## src/verilog/synth_core_defines.vh

```
/*
 * Constants for the synthesiser divider and phase comparator core.
 * Assumes inclusion by bare name from the design files; no process here.
 */
// Behaviour
// - Prescaler uses larger modulus until swallow counter reaches A, then base modulus.
// - Main counter at M reloads both counters, emits one pulse, restarts cycle.
// - Overall ratio equals base modulus times M plus A.
// - Three-modulus variant divides 110 to A1, 101 to A2, 100 to N.
// - Three-modulus ratio is A2+10*A1+100*N; N at least A1+A2.
// - Two-modulus divider divides by 16 with control high, 15 with low.
// - Reference oscillator only leaves the block divided by four.
// - Comparator reacts only to falling edges of both inputs.
// - Reference leading: pump-up low between edges, pump-down stays low.
// - Reference lagging: pump-down high between edges, pump-up stays high.
// - Two edges on one input without other: output holds until other edge.
// - Leading input keeps lead until other input sees two edges alone.
// - Unlimited pull-in; zero offset at lock with no residual pulse.
// - Modulus pair may differ by any integer Q; one by default.
`ifndef SYNTH_CORE_DEFINES_VH
`define SYNTH_CORE_DEFINES_VH

`define MOD_BASE 7'h0F
`define MOD_STEP 7'h01
`define MOD3_HIGH 7'h6E
`define MOD3_MID 7'h65
`define MOD3_LOW 7'h64
`define REF_HALF_MOD 7'h02

`endif

```

## src/verilog/synth_core.v

```verilog
/*
 * Pulse-swallow synthesiser divider with two or three moduli, reference
 * divide-by-four and type II phase/frequency comparator.
 * Assumes vco_in and ref_osc_in are synchronous levels slower than clk_in / 2.
 */
`timescale 1ns/100ps
`default_nettype none
`include "synth_core_defines.vh"

module synth_core #(
    parameter CW = 10,
    parameter PW = 7,
    parameter [PW-1:0] BASE_MOD = `MOD_BASE,
    parameter [PW-1:0] STEP_Q = `MOD_STEP
) (
    input wire clk_in,
    input wire rst_n_in,
    input wire vco_in,
    input wire ref_osc_in,
    input wire three_mod_in,
    input wire ext_ctrl_sel_in,
    input wire mod_ctrl_in,
    input wire [CW-1:0] swallow_count_in,
    input wire [CW-1:0] mid_count_in,
    input wire [CW-1:0] main_count_in,
    output reg prescale_pulse_out,
    output reg mod_ctrl_out,
    output reg div_pulse_out,
    output reg fb_out,
    output reg ref_div_out,
    output reg pump_up_n_out,
    output reg pump_down_out
);

    localparam [2:0] ST_HIGH = 3'b001;
    localparam [2:0] ST_MID = 3'b010;
    localparam [2:0] ST_LOW = 3'b100;
    localparam [CW-1:0] ONE = {{(CW-1){1'b0}}, 1'b1};

    ////////////////////////////////////////////////////////////////////////////
    // Reset release and input edges

    reg rst_meta_reg;
    reg rst_sync_reg;
    reg vco_prev_reg;
    reg ref_prev_reg;
    reg start_reg;
    wire rst_n;
    wire vco_rise;
    wire ref_rise;

    always @(posedge clk_in or negedge rst_n_in) begin
        if (!rst_n_in) begin
            rst_meta_reg <= 1'b0;
            rst_sync_reg <= 1'b0;
        end else begin
            rst_meta_reg <= 1'b1;
            rst_sync_reg <= rst_meta_reg;
        end
    end
    assign rst_n = rst_sync_reg;

    always @(posedge clk_in or negedge rst_n) begin
        if (!rst_n) begin
            vco_prev_reg <= 1'b0;
            ref_prev_reg <= 1'b0;
            start_reg <= 1'b1;
        end else begin
            vco_prev_reg <= vco_in;
            ref_prev_reg <= ref_osc_in;
            start_reg <= 1'b0;
        end
    end
    assign vco_rise = vco_in & ~vco_prev_reg;
    assign ref_rise = ref_osc_in & ~ref_prev_reg;

    ////////////////////////////////////////////////////////////////////////////
    // Prescaler modulus selection

    reg [2:0] stage_reg;
    reg [2:0] stage_next;
    reg [PW-1:0] modulus;
    wire pre_wrap;

    always @* begin
        modulus = BASE_MOD;
        if (ext_ctrl_sel_in && !three_mod_in) begin
            modulus = mod_ctrl_in ? BASE_MOD + STEP_Q : BASE_MOD;
        end else if (three_mod_in) begin
            case (stage_reg)
                ST_HIGH: modulus = `MOD3_HIGH;
                ST_MID: modulus = `MOD3_MID;
                ST_LOW: modulus = `MOD3_LOW;
                default: modulus = `MOD3_LOW;
            endcase
        end else begin
            // Pair differs by STEP_Q; one gives every integer ratio
            modulus = (stage_reg == ST_HIGH) ? BASE_MOD + STEP_Q : BASE_MOD;
        end
    end

    modulus_counter #(
        .W(PW)
    ) prescaler_u (
        .clk_in(clk_in),
        .rst_n_in(rst_n),
        .restart_in(start_reg),
        .step_in(vco_rise),
        .modulus_in(modulus),
        .wrap_out(pre_wrap)
    );

    ////////////////////////////////////////////////////////////////////////////
    // Swallow, middle and main counters

    reg [CW-1:0] sw_reg;
    reg [CW-1:0] sw_next;
    reg [CW-1:0] mid_reg;
    reg [CW-1:0] mid_next;
    reg [CW-1:0] main_reg;
    reg [CW-1:0] main_next;
    reg [CW-1:0] sw_lim_reg;
    reg [CW-1:0] sw_lim_next;
    reg [CW-1:0] mid_lim_reg;
    reg [CW-1:0] mid_lim_next;
    reg [CW-1:0] main_lim_reg;
    reg [CW-1:0] main_lim_next;
    reg cycle_end;
    wire [CW-1:0] sw_inc;
    wire [CW-1:0] mid_inc;
    wire [CW-1:0] main_inc;

    assign sw_inc = sw_reg + ONE;
    assign mid_inc = mid_reg + ONE;
    assign main_inc = main_reg + ONE;

    // Stage that opens a cycle; zero counts skip their stage
    function [2:0] first_stage;
        input [CW-1:0] a1;
        input [CW-1:0] a2;
        input three;
        begin
            if (a1 != {CW{1'b0}}) begin
                first_stage = ST_HIGH;
            end else if (three && a2 != {CW{1'b0}}) begin
                first_stage = ST_MID;
            end else begin
                first_stage = ST_LOW;
            end
        end
    endfunction

    always @* begin
        stage_next = stage_reg;
        sw_next = sw_reg;
        mid_next = mid_reg;
        main_next = main_reg;
        sw_lim_next = sw_lim_reg;
        mid_lim_next = mid_lim_reg;
        main_lim_next = main_lim_reg;
        cycle_end = 1'b0;
        if (start_reg || (pre_wrap && main_inc == main_lim_reg)) begin
            cycle_end = pre_wrap & ~start_reg;
            sw_next = {CW{1'b0}};
            mid_next = {CW{1'b0}};
            main_next = {CW{1'b0}};
            sw_lim_next = swallow_count_in;
            mid_lim_next = mid_count_in;
            main_lim_next = main_count_in;
            stage_next = first_stage(swallow_count_in, mid_count_in, three_mod_in);
        end else if (pre_wrap) begin
            // Ratio is (BASE+Q)*A + BASE*(M-A) = BASE*M + Q*A; needs M >= A
            main_next = main_inc;
            case (stage_reg)
                ST_HIGH: begin
                    sw_next = sw_inc;
                    if (sw_inc == sw_lim_reg) begin
                        if (three_mod_in && mid_lim_reg != {CW{1'b0}}) begin
                            stage_next = ST_MID;
                        end else begin
                            stage_next = ST_LOW;
                        end
                    end
                end
                ST_MID: begin
                    mid_next = mid_inc;
                    if (mid_inc == mid_lim_reg) begin
                        stage_next = ST_LOW;
                    end
                end
                ST_LOW: stage_next = ST_LOW;
                default: stage_next = ST_LOW;
            endcase
        end
    end

    always @(posedge clk_in or negedge rst_n) begin
        if (!rst_n) begin
            stage_reg <= ST_HIGH;
            sw_reg <= {CW{1'b0}};
            mid_reg <= {CW{1'b0}};
            main_reg <= {CW{1'b0}};
            sw_lim_reg <= {CW{1'b0}};
            mid_lim_reg <= {CW{1'b0}};
            main_lim_reg <= {CW{1'b0}};
            prescale_pulse_out <= 1'b0;
            mod_ctrl_out <= 1'b1;
            div_pulse_out <= 1'b0;
            fb_out <= 1'b1;
        end else begin
            stage_reg <= stage_next;
            sw_reg <= sw_next;
            mid_reg <= mid_next;
            main_reg <= main_next;
            sw_lim_reg <= sw_lim_next;
            mid_lim_reg <= mid_lim_next;
            main_lim_reg <= main_lim_next;
            prescale_pulse_out <= pre_wrap;
            mod_ctrl_out <= (stage_next == ST_HIGH);
            div_pulse_out <= cycle_end;
            // Feedback falls at cycle end, rises at the next wrap; a main count of one keeps it low
            if (cycle_end) begin
                fb_out <= 1'b0;
            end else if (pre_wrap) begin
                fb_out <= 1'b1;
            end
        end
    end

    ////////////////////////////////////////////////////////////////////////////
    // Reference divide-by-four

    wire ref_half_wrap;

    modulus_counter #(
        .W(PW)
    ) ref_div_u (
        .clk_in(clk_in),
        .rst_n_in(rst_n),
        .restart_in(start_reg),
        .step_in(ref_rise),
        .modulus_in(`REF_HALF_MOD),
        .wrap_out(ref_half_wrap)
    );

    always @(posedge clk_in or negedge rst_n) begin
        if (!rst_n) begin
            ref_div_out <= 1'b1;
        end else if (ref_half_wrap) begin
            // Toggling every second edge gives a square wave at a quarter rate
            ref_div_out <= ~ref_div_out;
        end
    end

    ////////////////////////////////////////////////////////////////////////////
    // Phase/frequency comparator: reference is the first input

    reg ref_cmp_prev_reg;
    reg fb_cmp_prev_reg;
    wire ref_fall;
    wire fb_fall;

    always @(posedge clk_in or negedge rst_n) begin
        if (!rst_n) begin
            ref_cmp_prev_reg <= 1'b1;
            fb_cmp_prev_reg <= 1'b1;
        end else begin
            ref_cmp_prev_reg <= ref_div_out;
            fb_cmp_prev_reg <= fb_out;
        end
    end
    assign ref_fall = ~ref_div_out & ref_cmp_prev_reg;
    assign fb_fall = ~fb_out & fb_cmp_prev_reg;

    // Coincident edges leave both outputs unchanged, so lock gives no residual pulse
    always @(posedge clk_in or negedge rst_n) begin
        if (!rst_n) begin
            pump_up_n_out <= 1'b1;
            pump_down_out <= 1'b0;
        end else if (ref_fall && !fb_fall) begin
            if (pump_down_out) begin
                pump_down_out <= 1'b0;
            end else begin
                pump_up_n_out <= 1'b0;
            end
        end else if (fb_fall && !ref_fall) begin
            if (!pump_up_n_out) begin
                pump_up_n_out <= 1'b1;
            end else begin
                pump_down_out <= 1'b1;
            end
        end
        // A repeated edge on the active side rewrites the same level, so the output holds
    end

endmodule // synth_core

`default_nettype wire

```

## src/verilog/modulus_counter.v

```verilog
/*
 * Event counter that wraps after a programmable modulus of step events.
 * Assumes step is a one-cycle pulse and modulus is at least one.
 */
`timescale 1ns/100ps
`default_nettype none

module modulus_counter #(
    parameter W = 7
) (
    input wire clk_in,
    input wire rst_n_in,
    input wire restart_in,
    input wire step_in,
    input wire [W-1:0] modulus_in,
    output wire wrap_out
);

    reg [W-1:0] count_reg;
    reg [W-1:0] count_next;
    wire [W-1:0] last_count;

    // Modulus is sampled at every step so a change made on wrap applies to the next cycle
    assign last_count = modulus_in - {{(W-1){1'b0}}, 1'b1};
    assign wrap_out = step_in & ~restart_in & (count_reg == last_count);

    always @* begin
        count_next = count_reg;
        if (restart_in) begin
            count_next = {W{1'b0}};
        end else if (wrap_out) begin
            count_next = {W{1'b0}};
        end else if (step_in) begin
            count_next = count_reg + {{(W-1){1'b0}}, 1'b1};
        end
    end

    always @(posedge clk_in or negedge rst_n_in) begin
        if (!rst_n_in) begin
            count_reg <= {W{1'b0}};
        end else begin
            count_reg <= count_next;
        end
    end

endmodule // modulus_counter

`default_nettype wire

```

## config.mk

```make
export PLATFORM = sky130hd
export DESIGN_NAME = synth_core
export DESIGN_NICKNAME = d
export VERILOG_FILES = /design/src/verilog/synth_core.v /design/src/verilog/modulus_counter.v
export VERILOG_INCLUDE_DIRS = /design/src /design/src/verilog
export SDC_FILE = /design/constraint.sdc
export NUM_CORES = 1
export LEC_CHECK = 0
export BUFFER_PORTS_ARGS = -buffer_cell sky130_fd_sc_hd__buf_2
export CAP_MARGIN = 10
export CORE_ASPECT_RATIO = 0.9
export CORE_MARGIN = 1
export CORE_UTILIZATION = 62
export DETAILED_ROUTE_END_ITERATION = 10
export GPL_TIMING_DRIVEN = 0
export PLACE_DENSITY_LB_ADDON = 0.05
export SLEW_MARGIN = 0
export SYNTH_ARGS = -nofsm -noshare
export SYNTH_HDL_FRONTEND = slang
export SYNTH_SLANG_ARGS = --single-unit
```

## constraint.sdc

```tcl
create_clock -name clk_in -period 5.96 [get_ports clk_in]
set_input_delay 0.596 -clock clk_in [delete_from_list [all_inputs] [get_ports clk_in]]
set_output_delay 0.596 -clock clk_in [all_outputs]
set_load 0.005 [all_outputs]
```

==> results of run 1 <==
metal layers:
layer	GRT usage [%]	part of all wire, %	vias to the layer above
li1	-	-	2123
met1	39.5	48	2096
met2	44.0	48	100
met3	4.72	3.9	11
met4	6.04	0.82	0
met5	0	0	-
logic make-up (layout without fill, tap and decap cells):
logic type	count (synthesis)	in the layout	share of synthesized area (%)
flops	91	91	42.6
xor+xnor	46	46	7.75
fa+ha+maj	8	8	1.86
compound gates	133	133	16.3
mux	41	41	8.40
simple gates	188	188	19.3
buf+inv	42	103	3.65
other cells	2	2	0.140
cell usage after synthesis (all sizes together), types with 12 or more instances:
cell,instances,area share (%)
a21oi,25,2.5
and3,19,2.2
clkbuf,13,0.91
dfrtp,83,39
inv,20,1.4
mux2,33,6.9
nand2,27,1.9
nand2b,14,1.6
nand3,21,2.0
nor2,32,2.2
nor2b,12,1.4
nor3,15,1.4
o21ai,50,4.7
xnor2,29,4.7
xor2,16,2.6
power by group:
group	switching [mW]	total, mW	internal (mW)
clock network	0.222	0.386	0.164
registers	0.0342	0.697	0.663
logic	0.0892	0.168	0.0787
total	0.345	1.25	0.906
path summary, 6_finish.rpt:
path	startpoint	endpoint	slack (ps)	depth (start not counted)
setup / recovery	stage_reg[0]	sw_lim_reg[1]	2580	9
hold / removal	rst_n	ref_div_u.count_reg[2]	230	0
setup reg to reg	stage_reg[0]	sw_lim_reg[1]	2580	9
hold reg to reg	rst_n	ref_div_u.count_reg[2]	230	0
max in group asynchronous	rst_n	fb_out	5030	1
min in group clk_in	rst_meta_reg	rst_n	370	0
cell usage in the layout, fill, tap and decap left out, types with 4 or more instances in the layout:
cell / count
and4_1: 4
mux2_2: 6
inv_1: 20
buf_6: 4
a211o_1: 4
dfstp_2: 8
a21oi_1: 23
nor2_1: 32
clkbuf_8: 10
nand3_1: 21
nand4_1: 9
and3_1: 19
xnor2_1: 29
clkbuf_1: 14
nor3b_1: 8
a31oi_1: 6
nand2b_1: 14
or3_1: 4
xor2_1: 16
mux2_1: 27
a22o_1: 5
nor4_1: 8
buf_2: 47
ha_1: 8
nor3_1: 15
mux2i_1: 8
clkinvlp_4: 4
nor2b_1: 12
nand2_1: 27
a21o_1: 4
o21ai_0: 48
o211ai_1: 5
dfrtp_1: 82
timing repair:
item / CTS / global route
hold buffers: 1 / 0
hold endpoints to repair: 2 / 0
setup buffers: 0 / 0
resized for setup: 0 / 0
cell type report:
class / count / area [um^2] / area share (%)
flip-flops and latches: 91 / 2290 / 38.5
inverters: 20 / 75.1 / 1.26
multi-input cells: 418 / 2890 / 48.6
clock buffers: 11 / 141 / 2.37
repair buffers: 45 / 253 / 4.24
well taps: 115 / 144 / 2.42
plain buffers: 22 / 121 / 2.04
clock inverters: 5 / 38.8 / 0.651
critical path: cells and delay by family (launching register included):
| family | cells | cell delay [ps] |
|---|---|---|
| muxes | 1 | 340 |
| buffers and inverters | 3 | 870 |
| DFF | 1 | 530 |
| and+or+nand+nor | 2 | 540 |
| AOI/OAI and AO/OA | 3 | 980 |
==> results_dict.tcl, run 1 <==
set metrics [dict create \
    fp.dieW_um 100 \
    nets 652 \
    hold_violations 0 \
    io_pins 44 \
    grt_max_degree 67 \
    numCtsBuffers 9 \
    rows 31 \
    worstSetupEndpointType "flop" \
    drc 0 \
    drt-initial-drc-count 234 \
    cts.htree.levels 3 \
    synth_area_um2 5380 \
    vias_per_cell 5.96 \
    gp_congestion 0.863 \
    crit_fanout 10 \
    critPathRequiredTime_ps 6200 \
    area_growth_pct 10.8 \
    layout-drive-gt1-share_pct 15.5 \
    drt-wirelength-per-cell_um 15.9 \
    slowest_delay_ps 530 \
    chipHeight_um 90.3 \
    n_fill_cell 662 \
    fin_skew_ps 13.5 \
    hpwl_mm 8.60 \
    grt_util_all_layers_pct 27.5 \
    rsz0062_at_grt "no" \
    finalInstanceArea_um2 5960 \
    setup_slack_ps 2580 \
    antenna_found_initial 0 \
    dp.cells 710 \
    crit_chain "buf_2, nor3b_1, clkbuf_1, a32oi_1, and4_1, o211a_1, a31oi_4, buf_6, mux2_1" \
    hold_slack_ps 233 \
    antenna-diode-count 0 \
    core_um2 8220 \
    critical_path_arrival_ps 3620 \
    async_flop_share_pct 100 \
    worst_pin_slew_ps 782 \
    run_status "finished clean" \
    maxSlewHeadroom_pct 47.9 \
    utilization_pct 72.4 \
    dp_slack_ps 2630 \
    finalSetupViolCount 0 \
    die-area_um2 9050 \
    power.density_nw_per_um2 210 \
    ant_nets 0 \
    numPortBuffers 43 \
    synth_edf_count 0 \
    power_leakage_nw 2.60 \
    initial_core_util_pct 65.4 \
    first_pass_iters 5 \
    startpoint_type "flop" \
    dpl-instance-area_um2 5770 \
    fmax_mhz 296 \
    fin_crit_ps 3380 \
    maxSlewViolCount 0 \
    avgSynthCellArea_um2 9.76 \
    vias 4330 \
    clk-insertion-delay-late_ps 360 \
    yosysUniqueCellTypes 69 \
    syn_nets 596 \
    synth_cells 551 \
    crit_slowest_cell "dfstp_2" \
    cts.sinks 91 \
    clockRootBuffer "clkbuf_8" \
    grt_pass1_vias 4206 \
    overflow 0 \
    critPathKind "reg -> reg" \
    stdcell_count 727 \
    path_clk_slew_ps 100 \
    ys_seq_elements 91 \
    hp-class "reg -> async" \
    fin_tns_setup_ps 0 \
    ys_warn_count 0 \
    synthFlopType "dfrtp_1" \
    clock_path_buffers 2 \
    totalWireLength_mm 11.6 \
    fin_crit_sh_pct 56.7 \
    power_mw 1.25 \
    cts_tree "built" \
    synth_seq_area_share_pct 42.6 \
    drv_cap 0 \
    grt_pass1_wl_mm 19.9 \
    ir_drop_mv 0.139 \
]
(Power assumes the default switching activity.)
==> run 2, diff against run 1 <==
CORE_UTILIZATION = 60   (was 62)
clock period = 3.24 ns   (was 5.96 ns; I/O delays follow)
==> run 2 against run 1 <==
Sequential share of layout area shrank 0.19 points; non-clock buffer count is 1 higher; routed wire length shrank 4.1%; first-iteration DRC count shrank 26%; critical endpoint is now mod_ctrl_out; setup slack got worse by 2400 ps.
==> results_dict.tcl, run 2 (synthesis results as in run 1) <==
set metrics [dict create \
    run_status "finished clean" \
    maxSlewHeadroom_pct 54.0 \
    totalWireLength_mm 11.1 \
    drv_cap 0 \
    ir_drop_mv 0.226 \
    worst_pin_slew_ps 684 \
    fmax_mhz 327 \
    antenna_found_initial 0 \
    core_um2 8650 \
    io_pins 44 \
    hold_slack_ps 74.9 \
    grt_pass1_wl_mm 18.9 \
    clock_path_buffers 2 \
    drt-initial-drc-count 172 \
    r2r-end "mod_ctrl_out" \
    vias_per_cell 5.93 \
    rsz0062_at_grt "yes" \
    final_cell_mix "dfrtp_1 (82), buf_2 (48), o21ai_0 (48)" \
    clk-insertion-delay-late_ps 380 \
    die-area_um2 9340 \
    r2r_cells 9 \
    startpoint_type "flop" \
    grt_max_degree 69 \
    area_growth_pct 11.4 \
    min_path_cells 1 \
    holdPathEnd "ref_prev_reg" \
    vias 4340 \
    chipHeight_um 91.8 \
    layout-drive-gt1-share_pct 16.0 \
    crit_fanout 9 \
    hp-start "ref_osc_in" \
    grt_busiest_layer "met2" \
    drc 0 \
    finalSetupViolCount 0 \
    n_fill_cell 715 \
    grtUsageMet1_pct 36.7 \
    cts_tree "built" \
    gr-usage-met2_pct 40.1 \
    grt_util_all_layers_pct 25.9 \
    fin_crit_sh_pct 94.4 \
    critPathKind "reg -> reg" \
    cts.sinks 91 \
    power.density_nw_per_um2 394 \
    grt_pass1_vias 4082 \
    fp.dieW_um 102 \
    hpwl_mm 8.25 \
    rows 32 \
    numPortBuffers 43 \
    nets 653 \
    cts.htree.levels 3 \
    hold_violations 0 \
    fin_crit_ps 3060 \
    critical_path_arrival_ps 3360 \
    power_leakage_nw 2.62 \
    first_pass_iters 4 \
    ant_nets 0 \
    worstSetupEndpointType "flop" \
    clockRootBuffer "clkbuf_8" \
    overflow 0 \
    antenna-diode-count 0 \
    numCtsBuffers 9 \
    grt.met3_usage_pct 4.95 \
    maxSlewViolCount 0 \
    fin_skew_ps 11.5 \
    initial_core_util_pct 62.2 \
    layout_commonest_cell "dfrtp_1" \
    drt-wirelength-per-cell_um 15.1 \
    path_clk_slew_ps 90 \
    gp_congestion 0.877 \
    hp-class "in -> reg" \
    critPathRequiredTime_ps 3540 \
    r2r_start "main_reg[0]" \
    r2r_slack_ps 180 \
    fin_tns_setup_ps 0 \
]
==> run 2: area by class of cell <==
type,instances,area (um^2),area share [%]
clock buffers,10,128,2.13
well taps,119,149,2.49
inverters,20,75.1,1.25
flip-flops and latches,91,2290,38.3
plain buffers,22,123,2.05
multi-input cells,418,2900,48.4
clock inverters,6,65.1,1.09
repair buffers,46,260,4.35
==> run 2: metal layers <==
layer | routed length [um] | vias up
met1 | 5350 | 2082
li1 | - | 2128
met4 | 175 | 0
met3 | 524 | 16
met2 | 5030 | 114
met5 | 0 | -
==> run 2: worst max path at each step <==
| stage | from | endpoint | slack, ps | cells after the start |
|---|---|---|---|---|
| global placement | rst_n | mid_reg[0] | -490 | 0 |
| finish | main_reg[0] | mod_ctrl_out | 180 | 9 |
| CTS | stage_reg[0] | mid_lim_reg[4] | 50 | 9 |
| global route | stage_reg[0] | sw_reg[7] | -10 | 10 |
| floorplan | stage_reg[2] | main_lim_reg[0] | 460 | 8 |
| detailed placement | stage_reg[0] | mid_lim_reg[4] | -120 | 9 |
==> run 2: metrics by stage <==
stage | setup slack [ps] | util, % | cells | total power [mW] | instance area [um^2]
after global placement | -487 | 66.4 | 713 | 1.59 | 5740
after global routing | -9.90 | 69.2 | 732 | 2.47 | 5990
final | 182 | 69.2 | 732 | 2.36 | 5990
after detailed placement | -119 | 66.7 | 714 | 1.61 | 5770
after CTS | 52.7 | 69.1 | 731 | 2.38 | 5970
after floorplan | 457 | - | 551 | 1.50 | 5380
==> run 2: critical path, cell delays in order (launching register included) <==
cell	delay, ps
dfrtp_1	470
ha_1	180
clkbuf_1	260
inv_1	160
xnor2_1	180
nand4_1	180
nor4_1	650
a21oi_2	270
a221o_2	430
and3_1	190
==> run 2: timing repair <==
item | 4_1_cts | 5_1_grt
hold buffers | 1 | 0
hold endpoints to repair | 2 | 0
setup buffers | 0 | 1
pin swaps | 0 | 1
endpoints found under the setup margin | 36 | 40
gates resized for setup | 1 | 2
==> run 2: power breakdown <==
part | switching (mW) | internal, mW
clock network | 0.416 | 0.358
registers | 0.0622 | 1.22
logic | 0.160 | 0.145
total | 0.638 | 1.72
==> run 3, diff against run 2 <==
CORE_ASPECT_RATIO = 0.5   (was 0.9)
==> run 3 against run 2 <==
Clock-buffer cell count increased by 1; register-to-register slack got worse by 96 ps; critical endpoint is now main_lim_reg[9]; sequential share of layout area decreased by 0.79 points; via count unchanged; setup slack got worse by 96 ps; largest power group unchanged; worst hold slack improved by 37 ps; total power increased by 12%; sequential power about the same; sequential cell count unchanged; non-clock buffer count unchanged; clock skew decreased by 7.2 ps; global-route usage increased by 1.7 points.
==> results_dict.tcl, run 3 (synthesis results as in run 1) <==
set metrics [dict create \
    finalSetupViolCount 0 \
    layout_commonest_cell "dfrtp_1" \
    first_pass_iters 5 \
    cts.htree.levels 3 \
    fmax_mhz 317 \
    chipHeight_um 68.9 \
    io_pins 44 \
    r2r_cells 9 \
    worstSetupEndpointType "flop" \
    critical_path_arrival_ps 3380 \
    totalWireLength_mm 12.0 \
    power.density_nw_per_um2 433 \
    rows 23 \
    path_clk_slew_ps 60 \
    drt-wirelength-per-cell_um 16.6 \
    layout-drive-gt1-share_pct 16.3 \
    fin_crit_sh_pct 97.3 \
    critPathRequiredTime_ps 3460 \
    clock_path_buffers 2 \
    critPathKind "reg -> reg" \
    cts_tree "built" \
    grt_pass1_vias 4013 \
    numPortBuffers 43 \
    maxSlewHeadroom_pct 56.5 \
    r2r_slack_ps 90 \
    finalInstanceArea_um2 6110 \
    min_path_cells 1 \
    run_status "finished clean" \
    maxSlewViolCount 0 \
    fin_skew_ps 4.22 \
    area_growth_pct 13.7 \
    drv_cap 0 \
    final_cell_mix "dfrtp_1 (82), buf_2 (48), o21ai_0 (48)" \
    startpoint_type "flop" \
    overflow 0 \
    hold_slack_ps 112 \
    antenna_found_initial 0 \
    vias_per_cell 5.99 \
    die-area_um2 9360 \
    hp-class "in -> reg" \
    cts.sinks 91 \
    fp.dieW_um 136 \
    ir_drop_mv 0.319 \
    ant_nets 0 \
    initial_core_util_pct 64.4 \
    numCtsBuffers 9 \
    drc 0 \
    grt_max_degree 47 \
    grt_pass1_wl_mm 19.5 \
    stdcell_count 725 \
    worst_pin_slew_ps 652 \
    antenna-diode-count 0 \
    fin_tns_setup_ps 0 \
    dp.cells 707 \
    vias 4340 \
    power_leakage_nw 2.68 \
    grt_util_all_layers_pct 27.6 \
    hp-start "vco_in" \
    core_um2 8350 \
    r2r_start "stage_reg[0]" \
    clk-insertion-delay-late_ps 340 \
    hpwl_mm 8.64 \
    clockRootBuffer "clkbuf_16" \
    nets 653 \
    dpl-instance-area_um2 5760 \
    fin_crit_ps 3150 \
    crit_fanout 10 \
    gp_congestion 0.874 \
    r2r-end "main_lim_reg[9]" \
    hold_violations 0 \
    drt-initial-drc-count 252 \
    holdPathEnd "vco_prev_reg" \
]
run 3: cell count changes in the layout (fill, tap and decap cells not counted), sizes merged:
cell    delta
clkbuf     +1
inv        -1
run 3: cell type report:
| type | count | area [um^2] |
|---|---|---|
| multi-input cells | 418 | 2930 |
| flip-flops and latches | 91 | 2290 |
| fillers | 665 | 2230 |
| repair buffers | 46 | 260 |
| clock buffers | 11 | 243 |
| well taps | 112 | 140 |
| plain buffers | 22 | 123 |
| inverters | 20 | 75.1 |
| clock inverters | 5 | 52.6 |
run 3: worst max path at each step:
stage,from,endpoint,slack (ps)
floorplan,stage_reg[2],main_lim_reg[0],460
global placement,rst_n,mid_reg[3],-500
detailed placement,stage_reg[0],main_lim_reg[7],-120
CTS,main_reg[0],mod_ctrl_out,20
global route,stage_reg[0],sw_lim_reg[9],-10
finish,stage_reg[0],main_lim_reg[9],90
run 3: power breakdown:
part	internal [mW]	leakage (nW)	switching (mW)
Sequential	1.22	1.16	0.0677
Combinational	0.146	1.38	0.164
Clock	0.615	0.145	0.431
Total	1.98	2.68	0.662
run 3: worst max-delay path, stage by stage, from the launching register on:
cell	delay, ps
dfstp_2	520
buf_2	210
nor3b_1	280
buf_2	300
a32oi_1	170
and4_1	270
o211a_1	350
a31oi_4	360
buf_6	230
mux2_1	340
run 3: metal layers:
metal	wire length [um]	track usage [%]
met5	0	0
met4	161	10.3
met3	515	5.12
met2	5600	46.6
met1	5740	36.2
run 3: stage by stage:
step / setup WS (ps) / total power [mW] / utilization, %
2_1_floorplan: 457 / 1.50 / -
3_3_place_gp: -497 / 1.60 / 68.7
3_5_place_dp: -120 / 1.61 / 69.0
4_1_cts: 17.9 / 2.66 / 72.7
5_1_grt: -14.1 / 2.75 / 73.2
6_report: 85.9 / 2.64 / 73.2
run 3: timing repair:
| item | 4_1_cts | 5_1_grt |
|---|---|---|
| hold endpoints to repair | 2 | 0 |
| buffers inserted | 0 | 1 |
| hold buffers | 1 | 0 |
| pin swaps | 0 | 1 |
| endpoints found under the setup margin | 34 | 48 |
| resized for setup | 1 | 7 |
